<file path="config.mk">
export PLATFORM = sky130hd
export DESIGN_NAME = tims_irq
export DESIGN_NICKNAME = d
export VERILOG_FILES = /design/src/rtl/tims_pkg.sv /design/src/rtl/tims_sub_events.sv /design/src/rtl/tims_irq.sv
export SDC_FILE = /design/constraint.sdc
export NUM_CORES = 1
export LEC_CHECK = 0
export BUFFER_PORTS_ARGS = -buffer_cell sky130_fd_sc_hd__buf_4
export CAP_MARGIN = 20
export CORE_ASPECT_RATIO = 1.2
export CORE_MARGIN = 3
export CORE_UTILIZATION = 25
export CTS_CLUSTER_DIAMETER = 80
export DETAILED_ROUTE_END_ITERATION = 16
export HOLD_SLACK_MARGIN = 0.15
export PLACE_DENSITY = 0.58
export SLEW_MARGIN = 0
export SYNTH_ARGS = -nofsm -noshare
export SYNTH_HDL_FRONTEND = slang
export SYNTH_SLANG_ARGS = --single-unit
</file>
<file path="constraint.sdc">
create_clock -name clk -period 2 [get_ports clk]
set_clock_uncertainty 0.1 [all_clocks]
set_input_delay 0.5 -clock clk [delete_from_list [all_inputs] [get_ports clk]]
set_output_delay 0.5 -clock clk [all_outputs]
set_load 0.05 [all_outputs]
</file>
<file path="src/rtl/tims_pkg.sv">
// Register map, field positions and reset values of the timer interrupt block
package tims_pkg;
  localparam int ADDR_W = 8;
  localparam int DATA_W = 32;
  localparam int NSRC = 14;
  localparam logic [ADDR_W-1:0] OFF_IRQ_ENABLE_MASK = 8'h18;
  localparam logic [ADDR_W-1:0] OFF_IRQ_RAW_STATUS = 8'h1C;
  localparam logic [ADDR_W-1:0] OFF_IRQ_MASKED_STATUS = 8'h20;
  localparam logic [ADDR_W-1:0] OFF_IRQ_CLEAR = 8'h24;
  localparam logic [ADDR_W-1:0] OFF_MODE_CTRL = 8'h28;
  localparam logic [NSRC-1:0] IRQ_RESET = 14'h0000;
  localparam logic [NSRC-1:0] IRQ_IMPL_BITS = 14'h2F37;
  localparam int SUB_A_TIMEOUT = 0;
  localparam int SUB_A_CAP_MATCH = 1;
  localparam int SUB_A_CAP_EVENT = 2;
  localparam int SUB_A_MATCH = 4;
  localparam int SUB_A_DMA_DONE = 5;
  localparam int SUB_B_TIMEOUT = 8;
  localparam int SUB_B_CAP_MATCH = 9;
  localparam int SUB_B_CAP_EVENT = 10;
  localparam int SUB_B_MATCH = 11;
  localparam int SUB_B_DMA_DONE = 13;
  // Mode control register: per sub-timer mode bits
  localparam int MODE_A_PERIODIC = 0;
  localparam int MODE_A_EDGE_TIME = 1;
  localparam int MODE_A_MATCH_ALLOW = 2;
  localparam int MODE_B_PERIODIC = 8;
  localparam int MODE_B_EDGE_TIME = 9;
  localparam int MODE_B_MATCH_ALLOW = 10;
  localparam logic [DATA_W-1:0] MODE_IMPL_BITS = 32'h0000_0707;
  localparam logic [DATA_W-1:0] MODE_RESET = 32'h0000_0000;
  localparam logic [DATA_W-1:0] READ_ZERO = 32'h0000_0000;
endpackage : tims_pkg

</file>
<file path="src/rtl/tims_sub_events.sv">
// Event qualification for one sub-timer
`timescale 1ns/100ps
`default_nettype none
module tims_sub_events (
  input wire logic periodic_mode,
  input wire logic edge_time_mode,
  input wire logic match_allow,
  input wire logic timeout_evt,
  input wire logic match_evt,
  input wire logic cap_event_evt,
  input wire logic cap_match_evt,
  output logic timeout_set,
  output logic match_set,
  output logic cap_event_set,
  output logic cap_match_set
);
  // Count-mode events only in one-shot or periodic, capture in edge-time
  assign timeout_set = timeout_evt && !edge_time_mode;
  assign match_set = match_evt && !edge_time_mode && match_allow;
  assign cap_event_set = cap_event_evt && edge_time_mode;
  assign cap_match_set = cap_match_evt && edge_time_mode;
endmodule // tims_sub_events
`default_nettype wire

</file>
<file path="src/rtl/tims_irq.sv">
// Timer interrupt mask, raw status and masked status registers
`timescale 1ns/100ps
`default_nettype none
module tims_irq
  import tims_pkg::*;
(
  input wire logic clk,
  input wire logic sys_rst,
  input wire logic [tims_pkg::ADDR_W-1:0] reg_addr,
  input wire logic [tims_pkg::DATA_W-1:0] reg_wdata,
  input wire logic reg_wr,
  input wire logic reg_rd,
  output logic [tims_pkg::DATA_W-1:0] reg_rdata,
  input wire logic sub_a_timeout_evt,
  input wire logic sub_a_match_evt,
  input wire logic sub_a_capture_event_evt,
  input wire logic sub_a_capture_match_evt,
  input wire logic sub_a_dma_done_evt,
  input wire logic sub_b_timeout_evt,
  input wire logic sub_b_match_evt,
  input wire logic sub_b_capture_event_evt,
  input wire logic sub_b_capture_match_evt,
  input wire logic sub_b_dma_done_evt,
  output logic timer_irq
);
  import tims_pkg::*;

  logic [NSRC-1:0] mask_q;
  logic [NSRC-1:0] raw_q;
  logic [NSRC-1:0] raw_d;
  logic [NSRC-1:0] set_vec;
  logic [NSRC-1:0] clr_vec;
  logic [NSRC-1:0] masked;
  logic [DATA_W-1:0] mode_q;
  logic [DATA_W-1:0] rdata_q;

  logic wr_mask;
  logic wr_clear;
  logic wr_mode;

  // Write decode
  assign wr_mask = reg_wr && (reg_addr == OFF_IRQ_ENABLE_MASK);
  assign wr_clear = reg_wr && (reg_addr == OFF_IRQ_CLEAR);
  assign wr_mode = reg_wr && (reg_addr == OFF_MODE_CTRL);

  // Enable mask register, reserved bits never stored
  always_ff @(posedge clk) begin
    if (sys_rst) begin
      mask_q <= IRQ_RESET;
    end else if (wr_mask) begin
      mask_q <= reg_wdata[NSRC-1:0] & IRQ_IMPL_BITS;
    end
  end

  // Sub-timer mode control
  always_ff @(posedge clk) begin
    if (sys_rst) begin
      mode_q <= MODE_RESET;
    end else if (wr_mode) begin
      mode_q <= reg_wdata & MODE_IMPL_BITS;
    end
  end

  // Sub-timer A event qualification
  tims_sub_events u_sub_a (
    .periodic_mode(mode_q[MODE_A_PERIODIC]),
    .edge_time_mode(mode_q[MODE_A_EDGE_TIME]),
    .match_allow(mode_q[MODE_A_MATCH_ALLOW]),
    .timeout_evt(sub_a_timeout_evt),
    .match_evt(sub_a_match_evt),
    .cap_event_evt(sub_a_capture_event_evt),
    .cap_match_evt(sub_a_capture_match_evt),
    .timeout_set(set_vec[SUB_A_TIMEOUT]),
    .match_set(set_vec[SUB_A_MATCH]),
    .cap_event_set(set_vec[SUB_A_CAP_EVENT]),
    .cap_match_set(set_vec[SUB_A_CAP_MATCH])
  );

  // Sub-timer B event qualification
  tims_sub_events u_sub_b (
    .periodic_mode(mode_q[MODE_B_PERIODIC]),
    .edge_time_mode(mode_q[MODE_B_EDGE_TIME]),
    .match_allow(mode_q[MODE_B_MATCH_ALLOW]),
    .timeout_evt(sub_b_timeout_evt),
    .match_evt(sub_b_match_evt),
    .cap_event_evt(sub_b_capture_event_evt),
    .cap_match_evt(sub_b_capture_match_evt),
    .timeout_set(set_vec[SUB_B_TIMEOUT]),
    .match_set(set_vec[SUB_B_MATCH]),
    .cap_event_set(set_vec[SUB_B_CAP_EVENT]),
    .cap_match_set(set_vec[SUB_B_CAP_MATCH])
  );

  // DMA done and reserved set terms
  assign set_vec[SUB_A_DMA_DONE] = sub_a_dma_done_evt;
  assign set_vec[SUB_B_DMA_DONE] = sub_b_dma_done_evt;
  assign set_vec[3] = 1'b0;
  assign set_vec[7:6] = 2'b00;
  assign set_vec[12] = 1'b0;

  // Write-one-to-clear vector
  assign clr_vec = wr_clear ? (reg_wdata[NSRC-1:0] & IRQ_IMPL_BITS)
                            : IRQ_RESET;

  // Raw status next value, set wins over clear, mask not applied
  assign raw_d = ((raw_q & ~clr_vec) | set_vec) & IRQ_IMPL_BITS;

  // Raw status register
  always_ff @(posedge clk) begin
    if (sys_rst) begin
      raw_q <= IRQ_RESET;
    end else begin
      raw_q <= raw_d;
    end
  end

  // Masked status and interrupt line
  assign masked = raw_q & mask_q;
  assign timer_irq = |masked;

  // Read data, valid the cycle after the strobe only
  always_ff @(posedge clk) begin
    if (sys_rst) begin
      rdata_q <= READ_ZERO;
    end else if (reg_rd) begin
      unique case (reg_addr)
        OFF_IRQ_ENABLE_MASK: rdata_q <= {18'h00000, mask_q};
        OFF_IRQ_RAW_STATUS: rdata_q <= {18'h00000, raw_q};
        OFF_IRQ_MASKED_STATUS: rdata_q <= {18'h00000, masked};
        OFF_MODE_CTRL: rdata_q <= mode_q;
        default: rdata_q <= READ_ZERO;
      endcase
    end else begin
      rdata_q <= READ_ZERO;
    end
  end

  assign reg_rdata = rdata_q;
endmodule // tims_irq
`default_nettype wire

</file>
==> flow_metrics.env <==
export IMPL_syn_inst=188
export IMPL_antenna_found_initial=0
export IMPL_clock_sinks=36
export IMPL_drt_wirelength_per_cell_um=13.4
export IMPL_drt_iter0_drc=70
export IMPL_setup_worst_path_start_class="register"
export IMPL_layout_drive_gt1_share=0.296
export IMPL_synthAdderAreaFrac=0
export IMPL_finalWorstSetupSlack_ns=0.0405
export IMPL_cp_top_family="compound AO/OA/AOI/OAI gates"
export IMPL_netSwitchingFraction=0.266
export IMPL_placed_cell_area_um2=2230
export IMPL_setup_viol=0
export IMPL_combPwrFrac=0.128
export IMPL_rows=33
export IMPL_synth_top_family_by_area="compound AO/OA/AOI/OAI gates"
export IMPL_pre_cts_ws_ns=-0.0871
export IMPL_dp_hpwl_mm=3.34
export IMPL_p_switching_mw=0.417
export IMPL_maxCapViolations=0
export IMPL_crit_fanout=3
export IMPL_clock_fmax_ghz=0.510
export IMPL_met2_usage=0.194
export IMPL_cts_buffers=5
export IMPL_insertion_delay_ns=0.29
export IMPL_yosys_area_share_xor_xnor=0
export IMPL_fp_dieH_um=99.4
export IMPL_grt_busiest_layer="met2"
export IMPL_p_seq_frac=0.465
export IMPL_finalNonFillerCells=330
export IMPL_p_clk_frac=0.407
export IMPL_power_density_nw_per_um2=666
export IMPL_die_area_um2=8320
export IMPL_finalCritPeriodShare=0.980
export IMPL_track_usage=0.108
export IMPL_total_power_mw=1.57
export IMPL_grt_max_degree=28
export IMPL_synth_cell_type_count=33
export IMPL_grt_remaining_overflow=0
export IMPL_synth_edff_count=0
export IMPL_first_pass_iters=4
export IMPL_synthSimpleGateAreaFrac=0.176
export IMPL_cts_root_buf="clkbuf_8"
export IMPL_antenna_cells=0
export IMPL_cts_tree="yes"
export IMPL_critPathKind="register to output port"
export IMPL_ctsHtreeMaxLevel=2
export IMPL_final_core_util=0.340
export IMPL_gp_congestion=0.752
export IMPL_dpl_cell_count=321
export IMPL_ir_worst_vdd_mv=0.246
export IMPL_drc_errors=0
export IMPL_routed_wl_mm=4.41
export IMPL_fin_nets=296
export IMPL_slew_violations=0
export IMPL_met1_usage=0.124
export IMPL_ys_seq_area_frac=0.397
export IMPL_worstPathRequired_ns=1.40
export IMPL_synth_top_cell_area_share=0.397
export IMPL_rsz0062_at_grt="yes"
export IMPL_cts_buffer_depth=2
export IMPL_async_flop_share=0
export IMPL_hold_class="input port to register"
export IMPL_timing_critical_path_buf_inv=1
export IMPL_crit_arrival_ns=1.36
export IMPL_cts_hold_buf=0
export IMPL_slowest_stage="dfxtp_2"
export IMPL_ys_ff_latch=36
export IMPL_cp_end_kind="output port"
export IMPL_postLayoutCellArea_um2=2360
export IMPL_p_leak_nw=0.978
export IMPL_status="complete, no violations"
export IMPL_synth_compound_area_frac=0.181
export IMPL_netlist_area_um2=1820
export IMPL_max_stage_delay_ns=0.33
export IMPL_portBuffers=42
export IMPL_syn_to_final_growth_pct=29.8
export IMPL_synth_area_leader_cell="dfxtp_1"
export IMPL_start_util=0.262
export IMPL_clk_pin_slew_ns=0.07
export IMPL_grt_pass1_wl_mm=7.26
export IMPL_synthTopCellsByArea="dfxtp_1 (40%), mux2i_1 (12%), buf_4 (9.1%)"
export IMPL_p_int_mw=1.15
export IMPL_ys_flop_type="dfxtp_1"
export IMPL_yosysWarnings=0
export IMPL_vias_per_cell=4.52
export IMPL_muxShareOfSynthArea=0.121
export IMPL_path_cells="a22o_1 > a221oi_2 > nand4_1 > buf_6"
export IMPL_fp_dieW_um=83.8
export IMPL_num_vias=1493
export IMPL_antenna_left=0
export IMPL_io_pins=87
export IMPL_hold_viol=0
export IMPL_coreArea_um2=6940
export IMPL_grtUsageMet3=0.0307
export IMPL_syn_area_per_cell_um2=9.66
export IMPL_grt_pass1_vias=1488
export IMPL_layout_min_cycle_time_ns=1.96
==> layout by cell type, fill, tap and decap left out, drive strengths merged, types with 5 or more instances in the layout <==
cell type	synthesis	layout
a32oi	5	5
a21oi	13	13
conb	1	22
nand2	5	5
clkbuf	3	5
dfxtp	36	36
a21bo	8	8
nor2	23	23
mux2i	22	22
o2bb2ai	6	6
buf	26	55
a22oi	7	7
==> power by group through the flow <==
stage | Combinational [mW] | Sequential (mW) | Clock [mW]
6_report | 0.201 | 0.729 | 0.638
5_1_grt | 0.215 | 0.730 | 0.681
4_1_cts | 0.202 | 0.729 | 0.659
3_5_place_dp | 0.202 | 0.745 | 0
3_3_place_gp | 0.201 | 0.745 | 0
2_1_floorplan | 0.167 | 0.744 | 0
==> layer usage <==
metal,share of wire,vias to the layer above
met1,0.42,695
met5,0,-
met4,0.0079,0
met2,0.52,49
met3,0.051,6
li1,-,743
==> worst register-to-register path: stages, from the launching register on <==
cell       delay [ns]
dfxtp_1          0.35
mux2i_1          0.14
o2bb2ai_1        0.07
a32oi_1          0.15
nor2_1           0.08
==> logic make-up (layout without fill, tap and decap cells) <==
logic type / Yosys count / in the layout
and+or+nand+nor: 53 / 53
AOI/OAI and AO/OA: 43 / 43
DFF: 36 / 36
buffers and inverters: 33 / 67
muxes: 22 / 22
other: 1 / 22
==> synthesized netlist by cell type (2+ instances only) <==
| cell type | n |
|---|---|
| nand4b_1 | 3 |
| buf_6 | 2 |
| nand4_1 | 2 |
| a311oi_1 | 2 |
| a22oi_1 | 7 |
| nand3b_1 | 3 |
| nand2b_1 | 4 |
| nand3_1 | 4 |
| a21oi_1 | 13 |
| a32oi_1 | 5 |
| mux2i_1 | 22 |
| buf_4 | 22 |
| dfxtp_1 | 36 |
| nand2_1 | 5 |
| o2bb2ai_1 | 6 |
| clkbuf_1 | 3 |
| a21bo_1 | 8 |
| nor2_1 | 23 |
| inv_1 | 4 |
==> final cells by class <==
cell class | count | area (um^2)
clock inverters | 3 | 42.5
repair buffers | 55 | 442
flip-flops and latches | 36 | 723
clock buffers | 5 | 68.8
well taps | 87 | 109
fillers | 729 | 4580
multi-input cells | 140 | 957
inverters | 4 | 15.0
==> final timing paths <==
path,start,endpoint,slack (ns),cells past startpoint
min reg2reg,mode_q[10],raw_q[11],0.40,2
max,mask_q[11],timer_irq,0.04,4
max reg2reg,raw_q[8],reg_rdata[8],1.00,4
min,reg_wdata[13],raw_q[13],0.32,2
==> registers in the layout, summed over array words and instances, names as in the netlist <==
| register | count |
|---|---|
| reg_rdata | 10 |
| mode_q | 6 |
| mask_q | 10 |
| raw_q | 10 |
==> metrics by stage <==
stage / setup TNS (ns) / hold WS (ns)
floorplan: 0 / 0.364
global placement: -1.04 / 0.381
detailed placement: -1.21 / 0.392
CTS: 0 / 0.314
global route: -0.0751 / 0.313
finish: 0 / 0.320
==> repair_timing <==
item | in CTS | in global routing
resized for setup | 3 | 1
pin swaps | 1 | 1
setup buffers | 0 | 1
setup endpoints to repair | 1 | 1
Power figures use the tool's default switching activity.
